==> src/hw/afs_regs.svh <==
// Constants of the actuator fault supervisor: register map, fields, timing.
//
// Contract
// RL1: Solenoid drivers off while supply voltage is above 36 V.
// RL2: Solenoid drivers off while supply voltage is below 8.5 V.
// RL3: Solenoid drivers off while the internal clock supervisor reports failure.
// RL4: Supply or clock supervision never raises error, LED state or fault latch.
// RL5: Inactive error output is actively driven to ground.
// RL6: System must not tie error outputs together; signal-level load only.
// RL7: With direction option, both direction flags low while error is active.
// RL8: Solenoid supply off: setpoint not monitored, treated as 50 percent.
// RL9: Input fault check suppressed while solenoid supply is off.
// RL10: Flag low beyond 0.8 mm toward its side, high again within 0.4 mm.
// RL11: Movement toward A lowers only flag A; toward B only flag B.
// RL12: Neutral-off option: solenoids off while setpoint is 48 to 52 percent.
// RL13: Window entry to solenoids passive takes 750 ms to 1000 ms.
// RL14: Window exit to solenoids active takes 0 ms to 50 ms.
// RL15: In window, fault monitoring stays on; loop passive until setpoint changes.
// RL16: Neutral-off option drives solenoid status high active, low passive.
// RL17: Six-pin float variant has window disable but no status output.
// RL18: System should put unused actuators into the solenoid-disabled state.
// RL19: Active mode: 500 ms error disables bridge, raises error, latched to restart.
// RL20: Passive mode: 250 ms error raises error, held at least 100 ms.
// RL21: Setpoint outside 15 to 85 percent is an input-signal error.
// RL22: Delays counted on the clock, cleared when the cause goes away.
`ifndef AFS_REGS_SVH
`define AFS_REGS_SVH

`define AFS_CLK_MHZ         125
`define AFS_ERR_ACT_MS      500
`define AFS_ERR_PAS_MS      250
`define AFS_ERR_HOLD_MS     100
`define AFS_NP_OFF_MS       750
`define AFS_NP_ON_MS        0
`define AFS_ACT_CYC         (`AFS_ERR_ACT_MS * 1000 * `AFS_CLK_MHZ)
`define AFS_PAS_CYC         (`AFS_ERR_PAS_MS * 1000 * `AFS_CLK_MHZ)
`define AFS_HOLD_CYC        (`AFS_ERR_HOLD_MS * 1000 * `AFS_CLK_MHZ)
`define AFS_NPOFF_CYC       (`AFS_NP_OFF_MS * 1000 * `AFS_CLK_MHZ)

// Thresholds: supply in millivolts, setpoint in per-mille of supply.
`define AFS_SUP_HI_MV       16'h8CA0
`define AFS_SUP_LO_MV       16'h2134
`define AFS_SP_MIN_PM       10'h096
`define AFS_SP_MAX_PM       10'h352
`define AFS_NP_LO_PM        10'h1E0
`define AFS_NP_HI_PM        10'h208
`define AFS_SP_NEUTRAL_PM   10'h1F4
// Spool position in micrometres, signed, positive toward port B.
`define AFS_DIR_SET_UM      16'sh0320
`define AFS_DIR_CLR_UM      16'sh0190

// Register byte offsets.
`define AFS_REG_CTRL        12'h000
`define AFS_REG_STATUS      12'h004
`define AFS_REG_SUPPLY      12'h008
`define AFS_REG_SETPT       12'h00C
`define AFS_REG_SPOOL       12'h010
`define AFS_REG_ID          12'h014

// Control fields and reset value.
`define AFS_CTRL_ACTIVE     0
`define AFS_CTRL_DIROPT     1
`define AFS_CTRL_NPOPT      2
`define AFS_CTRL_FLOAT6     3
`define AFS_CTRL_SOLSUP     4
`define AFS_CTRL_RST        32'h0000_0017
// Status fields.
`define AFS_ST_ERR          0
`define AFS_ST_LATCH        1
`define AFS_ST_SUPV_OFF     2
`define AFS_ST_NP_OFF       3
`define AFS_ST_SOL_EN       4
`define AFS_ST_DIR_A        5
`define AFS_ST_DIR_B        6
`define AFS_ST_LOOP         7
`define AFS_ST_INERR        8

`endif

==> src/hw/afs_pkg.sv <==
// Types of the actuator fault supervisor.
package afs_pkg;
   typedef enum logic [1:0] {
      AFS_LED_GREEN = 2'b00,
      AFS_LED_FLASH = 2'b01,
      AFS_LED_RED   = 2'b10
   } afs_led_t;
   typedef enum logic [1:0] {
      AFS_NP_ON      = 2'b00,
      AFS_NP_WAIT    = 2'b01,
      AFS_NP_OFF     = 2'b10,
      AFS_NP_WAKE    = 2'b11
   } afs_np_t;
endpackage

==> src/hw/afs_top.sv <==
// Actuator fault supervisor: supervision, fault timing, direction, neutral off.
//
// The implementer's own choices: the APB slave port and the placing of the registers.
`timescale 1ns/100ps
`default_nettype none
`include "afs_regs.svh"
module afs_top #(
   parameter int unsigned ACT_CYC   = `AFS_ACT_CYC,
   parameter int unsigned PAS_CYC   = `AFS_PAS_CYC,
   parameter int unsigned HOLD_CYC  = `AFS_HOLD_CYC,
   parameter int unsigned NPOFF_CYC = `AFS_NPOFF_CYC,
   parameter logic [31:0] ID_VALUE  = 32'h0000_A5C1
) (
   // Clock and reset.
   input  wire logic        SYS_CLK,
   input  wire logic        RST_N,
   // APB slave.
   input  wire logic        PSEL,
   input  wire logic        PENABLE,
   input  wire logic        PWRITE,
   input  wire logic [11:0] PADDR,
   input  wire logic [31:0] PWDATA,
   output logic [31:0]      PRDATA,
   output logic             PREADY,
   output logic             PSLVERR,
   // Measurements from the analog front end.
   input  wire logic [15:0] SUPPLY_MV,
   input  wire logic [9:0]  SETPOINT_PM,
   input  wire logic [15:0] SPOOL_UM,
   input  wire logic        CLK_FAIL,
   input  wire logic        SOLENOID_SUPPLY_OK,
   input  wire logic        SENSOR_FAULT,
   input  wire logic        LOOP_FAULT,
   // Error pin, drive low when no error; enable low means driving.
   output logic             ERR_OUT,
   output logic             ERR_OE_N,
   // Status pins.
   output logic             DIR_FLAG_A,
   output logic             DIR_FLAG_B,
   output logic             SOL_STATUS,
   output logic             SOL_ENABLE,
   output logic             LOOP_ACTIVE,
   output logic [1:0]       LED_STATE
);
   // The clock-fail and supply-ok pins are asynchronous; the analog
   // words are assumed to arrive already registered on SYS_CLK.
   logic [2:0] cf_sync_ff, ss_sync_ff;
   logic       cf_ff, ss_ff;
   always_ff @(posedge SYS_CLK or negedge RST_N) begin
      if (!RST_N) begin
         cf_sync_ff <= 3'h0;
         ss_sync_ff <= 3'h0;
         cf_ff      <= 1'b0;
         ss_ff      <= 1'b0;
      end else begin
         cf_sync_ff <= {cf_sync_ff[1:0], CLK_FAIL};
         ss_sync_ff <= {ss_sync_ff[1:0], SOLENOID_SUPPLY_OK};
         if (cf_sync_ff[1] == cf_sync_ff[2])
            cf_ff <= cf_sync_ff[2];
         if (ss_sync_ff[1] == ss_sync_ff[2])
            ss_ff <= ss_sync_ff[2];
      end
   end

   // Control register.
   logic [31:0] ctrl_ff;
   wire apb_wr = PSEL && PENABLE && PWRITE;
   always_ff @(posedge SYS_CLK or negedge RST_N) begin
      if (!RST_N)
         ctrl_ff <= `AFS_CTRL_RST;
      else if (apb_wr && PADDR == `AFS_REG_CTRL)
         ctrl_ff <= {27'h0, PWDATA[4:0]};
   end
   wire mode_active = ctrl_ff[`AFS_CTRL_ACTIVE];
   wire opt_dir     = ctrl_ff[`AFS_CTRL_DIROPT];
   wire opt_np      = ctrl_ff[`AFS_CTRL_NPOPT];
   wire opt_float6  = ctrl_ff[`AFS_CTRL_FLOAT6];
   // Dual supply only matters on direction variants; otherwise always on.
   wire sol_sup     = !(opt_dir && ctrl_ff[`AFS_CTRL_SOLSUP]) || ss_ff;

   // Supervision: never feeds the fault path.
   wire supv_off = (SUPPLY_MV > `AFS_SUP_HI_MV) || // RL1
                   (SUPPLY_MV < `AFS_SUP_LO_MV) || // RL2
                   cf_ff;                          // RL3

   // Effective setpoint: neutral when the solenoid supply is gone.
   wire [9:0] sp_eff = sol_sup ? SETPOINT_PM : `AFS_SP_NEUTRAL_PM; // RL8
   wire in_err  = sol_sup && ((sp_eff < `AFS_SP_MIN_PM) ||
                  (sp_eff > `AFS_SP_MAX_PM)); // RL21 RL9
   wire any_err = in_err || SENSOR_FAULT || LOOP_FAULT;

   // Fault timing.
   logic [31:0] err_cnt_ff, hold_cnt_ff;
   logic        latch_ff, perr_ff, in_kind_ff;
   wire [31:0]  err_lim = mode_active ? ACT_CYC : PAS_CYC;
   always_ff @(posedge SYS_CLK or negedge RST_N) begin
      if (!RST_N)
         err_cnt_ff <= 32'h0;
      else if (!any_err || latch_ff)
         err_cnt_ff <= 32'h0; // RL22
      else if (err_cnt_ff < err_lim)
         err_cnt_ff <= err_cnt_ff + 32'h1;
   end
   wire err_due = any_err && (err_cnt_ff == err_lim);

   always_ff @(posedge SYS_CLK or negedge RST_N) begin
      if (!RST_N)
         latch_ff <= 1'b0;
      else if (mode_active && err_due)
         latch_ff <= 1'b1; // RL19
   end

   always_ff @(posedge SYS_CLK or negedge RST_N) begin
      if (!RST_N) begin
         perr_ff     <= 1'b0;
         hold_cnt_ff <= 32'h0;
      end else if (!mode_active && err_due) begin
         perr_ff     <= 1'b1; // RL20
         hold_cnt_ff <= 32'h0;
      end else if (perr_ff) begin
         if (hold_cnt_ff < HOLD_CYC)
            hold_cnt_ff <= hold_cnt_ff + 32'h1;
         else if (!any_err)
            perr_ff <= 1'b0; // RL20
      end
   end

   always_ff @(posedge SYS_CLK or negedge RST_N) begin
      if (!RST_N)
         in_kind_ff <= 1'b0;
      else if (err_due)
         in_kind_ff <= in_err;
   end
   wire err_on = latch_ff || perr_ff; // RL4

   // Direction flags with hysteresis.
   logic dir_a_ff, dir_b_ff;
   wire signed [15:0] pos = SPOOL_UM;
   always_ff @(posedge SYS_CLK or negedge RST_N) begin
      if (!RST_N) begin
         dir_a_ff <= 1'b1;
         dir_b_ff <= 1'b1;
      end else begin
         if (pos <= -`AFS_DIR_SET_UM)
            dir_a_ff <= 1'b0; // RL10 RL11
         else if (pos > -`AFS_DIR_CLR_UM)
            dir_a_ff <= 1'b1; // RL10
         if (pos >= `AFS_DIR_SET_UM)
            dir_b_ff <= 1'b0; // RL10 RL11
         else if (pos < `AFS_DIR_CLR_UM)
            dir_b_ff <= 1'b1; // RL10
      end
   end

   // Neutral-window solenoid disable.
   wire in_win = (sp_eff >= `AFS_NP_LO_PM) &&
                 (sp_eff <= `AFS_NP_HI_PM); // RL12
   wire np_use = opt_np || opt_float6;
   afs_pkg::afs_np_t np_ff;
   logic [31:0]      np_cnt_ff;
   logic [9:0]       sp_park_ff;
   always_ff @(posedge SYS_CLK or negedge RST_N) begin
      if (!RST_N) begin
         np_ff      <= afs_pkg::AFS_NP_ON;
         np_cnt_ff  <= 32'h0;
         sp_park_ff <= `AFS_SP_NEUTRAL_PM;
      end else begin
         case (np_ff)
            afs_pkg::AFS_NP_ON: begin
               np_cnt_ff <= 32'h0;
               if (np_use && in_win)
                  np_ff <= afs_pkg::AFS_NP_WAIT;
            end
            afs_pkg::AFS_NP_WAIT: begin
               if (!np_use || !in_win) begin
                  np_ff     <= afs_pkg::AFS_NP_ON; // RL22
                  np_cnt_ff <= 32'h0;
               end else if (np_cnt_ff >= NPOFF_CYC - 32'h2) begin
                  np_ff      <= afs_pkg::AFS_NP_OFF; // RL13
                  sp_park_ff <= sp_eff;
               end else
                  np_cnt_ff <= np_cnt_ff + 32'h1;
            end
            afs_pkg::AFS_NP_OFF: begin
               if (!np_use || !in_win)
                  np_ff <= afs_pkg::AFS_NP_ON; // RL14
               else if (sp_eff != sp_park_ff)
                  np_ff <= afs_pkg::AFS_NP_WAKE; // RL15
            end
            afs_pkg::AFS_NP_WAKE: begin
               np_ff <= (np_use && in_win) ? afs_pkg::AFS_NP_WAIT
                                           : afs_pkg::AFS_NP_ON;
               np_cnt_ff <= 32'h0;
            end
            default: np_ff <= afs_pkg::AFS_NP_ON;
         endcase
      end
   end
   wire np_off = (np_ff == afs_pkg::AFS_NP_OFF);

   // Outputs.
   wire sol_en = !supv_off && !latch_ff && !np_off && sol_sup; // RL1 RL19
   always_ff @(posedge SYS_CLK or negedge RST_N) begin
      if (!RST_N) begin
         SOL_ENABLE  <= 1'b0;
         SOL_STATUS  <= 1'b0;
         LOOP_ACTIVE <= 1'b0;
         ERR_OUT     <= 1'b0;
         DIR_FLAG_A  <= 1'b0;
         DIR_FLAG_B  <= 1'b0;
         LED_STATE   <= afs_pkg::AFS_LED_GREEN;
      end else begin
         SOL_ENABLE  <= sol_en;
         SOL_STATUS  <= opt_np && !opt_float6 && sol_en; // RL16 RL17
         LOOP_ACTIVE <= sol_en; // RL15
         ERR_OUT     <= err_on; // RL5
         DIR_FLAG_A  <= opt_dir && dir_a_ff && !err_on; // RL7
         DIR_FLAG_B  <= opt_dir && dir_b_ff && !err_on; // RL7
         if (!err_on)
            LED_STATE <= afs_pkg::AFS_LED_GREEN;
         else if (in_kind_ff)
            LED_STATE <= afs_pkg::AFS_LED_FLASH;
         else
            LED_STATE <= afs_pkg::AFS_LED_RED;
      end
   end
   // The error pin is always driven, high or low, so a quiet pin pulls down.
   assign ERR_OE_N = 1'b0; // RL5

   // APB read side, zero wait states.
   always_comb begin
      PRDATA = 32'h0;
      case (PADDR)
         `AFS_REG_CTRL:   PRDATA = ctrl_ff;
         `AFS_REG_STATUS: PRDATA = {23'h0, in_err, sol_en, DIR_FLAG_B,
                                    DIR_FLAG_A, sol_en, np_off, supv_off,
                                    latch_ff, err_on};
         `AFS_REG_SUPPLY: PRDATA = {16'h0, SUPPLY_MV};
         `AFS_REG_SETPT:  PRDATA = {22'h0, SETPOINT_PM};
         `AFS_REG_SPOOL:  PRDATA = {16'h0, SPOOL_UM};
         `AFS_REG_ID:     PRDATA = ID_VALUE;
         default:         PRDATA = 32'h0;
      endcase
   end
   assign PREADY  = 1'b1;
   assign PSLVERR = PSEL && PENABLE && (PADDR[1:0] != 2'b00 ||
                    PADDR > `AFS_REG_ID);

   // Assertions.
   supv_off_a: assert property (@(posedge SYS_CLK) disable iff (!RST_N)
      supv_off |=> !SOL_ENABLE) else $error("solenoid on during supervision"); // RL1
   supv_err_a: assert property (@(posedge SYS_CLK) disable iff (!RST_N)
      (supv_off && !any_err && !err_on) |=> !ERR_OUT)
      else $error("supervision raised error"); // RL4
   err_dir_a: assert property (@(posedge SYS_CLK) disable iff (!RST_N)
      err_on |=> (!DIR_FLAG_A && !DIR_FLAG_B)) else $error("flag high in error"); // RL7
   latch_hold_a: assert property (@(posedge SYS_CLK) disable iff (!RST_N)
      latch_ff |=> latch_ff && !SOL_ENABLE) else $error("latch dropped"); // RL19
   in_sup_a: assert property (@(posedge SYS_CLK) disable iff (!RST_N)
      !sol_sup |-> !in_err) else $error("input check with supply off"); // RL9
   dir_neut_a: assert property (@(posedge SYS_CLK) disable iff (!RST_N)
      (pos > -`AFS_DIR_CLR_UM && pos < `AFS_DIR_CLR_UM)[*2] |-> dir_a_ff && dir_b_ff)
      else $error("flag low at neutral"); // RL10
   np_wake_a: assert property (@(posedge SYS_CLK) disable iff (!RST_N)
      (np_off && !in_win) |=> (np_ff == afs_pkg::AFS_NP_ON))
      else $error("slow wake"); // RL14
   sol_stat_a: assert property (@(posedge SYS_CLK) disable iff (!RST_N)
      opt_float6 |=> !SOL_STATUS) else $error("status on float variant"); // RL17
   perr_hold_a: assert property (@(posedge SYS_CLK) disable iff (!RST_N)
      $fell(perr_ff) |-> $past(hold_cnt_ff) >= HOLD_CYC)
      else $error("passive error too short"); // RL20

   // A quiet fault path must leave the error pin at its low level.
   err_low_a: assert property (@(posedge SYS_CLK) disable iff (!RST_N) // RL5
      !err_on |=> !ERR_OUT) else $error("error pin high without fault");
   // Parking in the window drops both drive and its status line.
   np_sol_off_a: assert property (@(posedge SYS_CLK) disable iff (!RST_N) // RL12
      np_off |=> (!SOL_ENABLE && !SOL_STATUS))
      else $error("solenoids on while parked");
   // The parking delay may not be cut short by a stale counter.
   np_min_dly_a: assert property (@(posedge SYS_CLK) disable iff (!RST_N) // RL13
      $rose(np_off) |-> (np_cnt_ff >= NPOFF_CYC - 32'h2))
      else $error("parked too early");
   dir_one_side_a: assert property (@(posedge SYS_CLK) disable iff (!RST_N) // RL11
      !(!dir_a_ff && !dir_b_ff)) else $error("both flags low from spool");
   // Passive faults only report; the bridge keeps its drive.
   pas_drive_a: assert property (@(posedge SYS_CLK) disable iff (!RST_N) // RL20
      (perr_ff && !latch_ff && !supv_off && !np_off && sol_sup) |=>
      SOL_ENABLE) else $error("passive fault cut the drive");
   sup_neutral_a: assert property (@(posedge SYS_CLK) disable iff (!RST_N) // RL8
      !sol_sup |-> (sp_eff == `AFS_SP_NEUTRAL_PM))
      else $error("setpoint used with supply off");
   loop_sol_a: assert property (@(posedge SYS_CLK) disable iff (!RST_N) // RL15
      LOOP_ACTIVE == SOL_ENABLE) else $error("loop state differs from drive");
endmodule
`default_nettype wire

==> config.mk <==
export PLATFORM = sky130hd
export DESIGN_NAME = afs_top
export DESIGN_NICKNAME = d
export VERILOG_FILES = /design/src/hw/afs_pkg.sv /design/src/hw/afs_top.sv
export VERILOG_INCLUDE_DIRS = /design/src /design/src/hw
export SDC_FILE = /design/constraint.sdc
export NUM_CORES = 1
export LEC_CHECK = 0
export BUFFER_PORTS_ARGS = -buffer_cell sky130_fd_sc_hd__clkbuf_2
export CAP_MARGIN = 15
export CELL_PAD_IN_SITES_DETAIL_PLACEMENT = 1
export CELL_PAD_IN_SITES_GLOBAL_PLACEMENT = 1
export CORE_ASPECT_RATIO = 1.25
export CORE_MARGIN = 2
export CORE_UTILIZATION = 30
export DETAILED_ROUTE_END_ITERATION = 12
export PLACE_DENSITY = 0.7
export SYNTH_ARGS = -nofsm -noshare
export SYNTH_HDL_FRONTEND = slang
export SYNTH_SLANG_ARGS = --single-unit
==> constraint.sdc <==
create_clock -name SYS_CLK -period 3.9 [get_ports SYS_CLK]
set_clock_uncertainty 0.05 [all_clocks]
set_input_delay 0 -clock SYS_CLK [delete_from_list [all_inputs] [get_ports SYS_CLK]]
set_output_delay 0 -clock SYS_CLK [all_outputs]
set_load 0.005 [all_outputs]
* After elaboration in Yosys (flattened, before gate mapping)
Index checks and enable logic that the tools add are counted.
** Storage, ports and cells
- Input bits :: 95
- Flip-flop bits (word level) :: 133
- Logic and storage cells :: 138
** Operators by class
- Add/subtract/negate cells :: 3
- Order comparisons :: 14
- Bitwise operators :: 1
- Eq/ne operators :: 16
- Reduce and logical (&&, ||, !) cells :: 55
- Multiplexer cells :: 28
** Operator list (count)
- 32-bit two-way mux :: 7
- 32-bit by 1-bit adder with 32-bit output, second input constant :: 3
- 16-bit one-hot mux with 6 select lines :: 1
- 32-bit one-hot mux with 2 select lines :: 1
- 32-bit by 26-bit equality test with 1-bit output :: 1
- 32-bit by 27-bit greater-or-equal comparator with 1-bit output, second input constant :: 1
- 32-bit by 24-bit < comparator with 1-bit output, second input constant :: 1
- 32-bit by 26-bit < comparator with 1-bit output :: 1
- 26-bit two-way mux :: 1
- 12-bit by 4-bit equality test with 1-bit output, second input constant :: 2
- 12-bit by 5-bit equality test with 1-bit output, second input constant :: 2
- 1-bit logical AND :: 20
- 16-bit by 11-bit greater-or-equal comparator with 1-bit output, second input constant :: 1
- 16-bit by 10-bit > comparator with 1-bit output, second input constant :: 1
- 16-bit > comparator, second input constant :: 1
- 16-bit by 11-bit less-or-equal comparator with 1-bit output, second input constant :: 1
- 16-bit by 10-bit < comparator with 1-bit output, second input constant :: 1
- 16-bit by 14-bit < comparator with 1-bit output, second input constant :: 1
- 2-bit two-way mux :: 7
- 2-bit nonzero test :: 7
- 12-bit by 3-bit equality test with 1-bit output, second input constant :: 1
- 12-bit by 5-bit > comparator with 1-bit output, second input constant :: 1
- 12-bit zero test :: 1
- 1-bit logical OR :: 11
- other kinds (20) :: 42

* Depth between registers and ports, before layout
- Depth after elaboration :: 13
- Depth in mapped cells :: 10
- Depth with buffers taken out :: 9

* Worst setup path before layout
Ideal clock, no wire load.
- Kind :: flip-flop to flip-flop
- Start :: register ctrl_ff[0]
- End :: register err_cnt_ff[7]
- Path buffers :: 1
- Required time :: 3.725 ns
- Path slack :: 1.035 ns
- Setup time :: 0.125 ns
- Arrival time :: 2.690 ns
- Cell stages (with the launch flop) :: 11
- Clock period less this slack :: 2.865 ns
- Cell sequence :: dfstp_2 > inv_1 > ha_1 > nor2b_1 > o21a_1 > o21a_1 > o311ai_4 > nand3_1 > buf_2 > nor2_1 > mux2_2
** On the way
- Cells in the longest elaborated chain, start to end :: 3
** Ends and longest elaborated chain
- start: declaration :: line afs_top.sv:66 : logic [31:0] ctrl_ff;
- start signal: assignment :: line afs_top.sv:70 : ctrl_ff <= `AFS_CTRL_RST;
- start signal: assignment :: line afs_top.sv:72 : ctrl_ff <= {27'h0, PWDATA[4:0]};
- 26-bit two-way mux :: line afs_top.sv:95 : wire [31:0] err_lim = mode_active ? ACT_CYC : PAS_CYC;
- 32-bit by 26-bit < comparator with 1-bit output :: line afs_top.sv:101 : else if (err_cnt_ff < err_lim)
- 2-bit nonzero test (no source line)
- end signal: assignment :: line afs_top.sv:102 : err_cnt_ff <= err_cnt_ff + 32'h1;
- end: declaration :: line afs_top.sv:93 : logic [31:0] err_cnt_ff, hold_cnt_ff;
No other way between the ends.
A chain may end at the register's enable or synchronous reset.

* Final worst setup path
- Start :: register ctrl_ff[0]
- End :: register err_cnt_ff[9]
Same word-level chain as after synthesis.

==> out/metrics.csv <==
metric,value,unit
status,finished clean,
initial antenna violation count,0,
antenna diode count,0,
NumNets Final,1108,
final slew viol count,0,
CP Capture Point,err_cnt_ff[9]$_DFFE_PN0P_,
Cell Count Post-Placement,1287,
Final Critical Period,3.44,ns
Syn Inst Count,879,
"top cells by area, synth","dfrtp_1 (38%), nor2_1 (4.8%), dfstp_2 (4.0%)",
Post-DRT Antenna Nets,0,
most frequent cells in the layout,"dfrtp_1 (121), nor2_1 (101), clkbuf_2 (91), nand2_1 (62), o21ai_0 (59)",
"reg-to-reg slack, setup",0.46,ns
First-pass DRT Iterations,4,
Yosys warnings,0,
DRC Markers,0,
First DRT Iteration DRCs,398,
Hold Path Class,in -> reg,
relative slew slack,46.1,%
GRT overflow,0,
WP data required,4.20,ns
Die Y,185,um
largest net degree at the start of global routing,60,
total routed wirelength,23.0,mm
clock sinks,133,
vias in the first global route,7584,
top sig layer,met4,
startpoint types,register,
Most used DFF post-synth,dfrtp_1,
Starting Density,30.5,%
CTS buffer count,17,
Die X,149,um
register area share after synthesis,42.3,%
Worst-Margin Slew,0.801,ns
htree depth,4,
first-pass GRT wire length,38.0,mm
RSZ-0062 raised after global routing,false,
Synth top area share,38.3,%
syn avg cell area,8.99,sq um
FILL cells,3052,
Max Cap Violations,0,
layout cells sized above 1,17.1,%
RR Endpoint,err_cnt_ff[9]$_DFFE_PN0P_,
routed wl met3,841,um
post-CTS resize count,0,
Setup Buffers After CTS,0,
synth unique cells,73,
f_max,291,MHz
I/O pins,138,
Critical Path AT,3.74,ns
"Hold Vio Cnt, Final",0,
Synth area leader,dfrtp_1,
Area Overhead vs Synth,19.3,%
via count,7134,
post-DR vias/cell,5.32,
met2 WL,12.0,mm
"Clk pin slew, worst setup/hold paths",0.06,ns
Critical Path Fanout Max,14,
Final Cycle Share,88.3,%
worst vdd ir,0.283,mV
Cell Rows,66,
Final Instance Count excl. Fillers,1342,
setup TNS,0,ns
clk_lat worst skew,0.42,ns
CP startpoint,ctrl_ff[0]$_DFFE_PN1P_,
Power Total,0.00346,W
"EDFF count, synth",0,
CTS tree,built,
P_leak,4.06,nW
asr flop ratio synth,100,%
gpl congestion,0.840,
Root Buffer,clkbuf_16,
worst-case reg-to-reg path depth,9,
die area,27700,sq um
port bufs,92,
Yosys reg bits,133,
clk buf depth,2,
M1 WL,9.61,mm
core footprint,25900,sq um
"most common cell after layout, fill and taps aside",dfrtp_1,
mean routed wirelength per cell,17.2,um
Setup Crit Path Kind,reg -> reg,
Post-Syn Area,7900,sq um
power per cell area,367,nW/um^2
gr usage total,17.2,%
CP Capture Type,register,
"Setup violations, final",0,
HPWL after DPL,16.7,mm
FF-to-FF Start,ctrl_ff[0]$_DFFE_PN1P_,
==> through the flow <==
stage	util (%)	hold WS, ns	area [sq um]	setup WS (ns)
after CTS	36.4	0.0259	9430	0.444
final	36.4	0.0486	9430	0.458
after global placement	33.3	-0.0348	8630	0.533
after floorplan	-	-0.346	7960	1.04
after global routing	36.4	0.0549	9430	0.0808
after detailed placement	33.3	-0.0286	8630	0.462
==> how the worst min path moves through the flow <==
stage	start	to	slack (ns)	depth (start not counted)
after floorplan	RST_N	DIR_FLAG_A$_DFF_PN0_	-0.35	0
after detailed placement	RST_N	hold_cnt_ff[0]$_DFFE_PN0P_	-0.03	1
after global placement	RST_N	hold_cnt_ff[5]$_DFFE_PN0P_	-0.03	1
after CTS	PWRITE	ctrl_ff[0]$_DFFE_PN1P_	0.03	4
after global routing	PWRITE	ctrl_ff[0]$_DFFE_PN1P_	0.05	4
final	PWRITE	ctrl_ff[0]$_DFFE_PN1P_	0.05	4
==> Yosys cell counts (6+ instances only) <==
cell / count
dfstp_2: 12
nor2b_1: 14
buf_2: 8
a211oi_1: 6
and4_1: 8
xnor2_1: 24
ha_1: 23
nor3_1: 27
nor4_1: 12
o311ai_0: 7
clkbuf_1: 19
or2_2: 7
nand2_1: 62
or3_1: 12
and3_1: 18
nand2b_1: 7
dfrtp_1: 121
inv_1: 37
and2_1: 12
nor2_1: 101
o21a_1: 7
o31ai_1: 23
o21ai_0: 59
a21oi_1: 43
nand4_1: 25
mux2i_1: 10
buf_4: 19
xor2_1: 15
nand3_1: 48
==> metal layers <==
| metal | up-vias | global-route usage (%) |
|---|---|---|
| met3 | 39 | 3.37 |
| met1 | 3590 | 19.6 |
| met4 | 0 | 6.44 |
| met2 | 137 | 31.7 |
| met5 | - | 0 |
| li1 | 3368 | - |
==> layout make-up <==
class	count	area (sq um)	area share [%]
Clock buffer	21	450	4.78
Clock inverter	10	108	1.14
Inverter	37	139	1.47
Multi-Input combinational cell	673	4170	44.2
Sequential cell	133	3340	35.5
Tap cell	340	425	4.51
Timing Repair Buffer	128	797	8.45
==> flip-flops by register name (all words and copies together) (netlist names) <==
name and count:
perr_ff 1, ss_sync_ff 3, sp_park_ff 10, LOOP_ACTIVE 1, DIR_FLAG_B 1, np_ff 2
in_kind_ff 1, hold_cnt_ff 32, ERR_OUT 1, ss_ff 1, dir_a_ff 1, cf_sync_ff 3
np_cnt_ff 32, latch_ff 1, DIR_FLAG_A 1, cf_ff 1, err_cnt_ff 32, dir_b_ff 1
ctrl_ff 5, LED_STATE 2, SOL_STATUS 1
==> what timing repair did <==
item,CTS,global route
endpoints found under the setup margin,0,0
hold buffers,24,0
endpoints found under the hold margin,76,0
==> power breakdown <==
part           leakage (nW)  internal [W]  switching (W)
Combinational          2.05      0.000176       0.000225
Sequential             1.75       0.00145      0.0000614
Clock                 0.268      0.000946       0.000597
==> cells by family after synthesis <==
logic type	after synthesis	share of synthesized area [%]
AO/OA/AOI/OAI	200	16.8
XOR/XNOR	39	4.32
adder cells (fa/ha/maj)	25	3.90
buffers and inverters	89	5.73
flip-flops	133	42.3
multiplexers	16	2.26
other	2	0.0950
AND/OR/NAND/NOR	375	24.6
==> critical path, stage by stage, from the launching register on <==
cell and delay [ns]:
dfstp_2 0.66, inv_1 0.24, ha_1 0.35, nand3_1 0.15, nor2_1 0.11, nor3_1 0.43, and4_1 0.30, nand3_1 0.38
or4_1 0.55, a21oi_1 0.15
No activity file was read; power rests on OpenSTA's default activity.
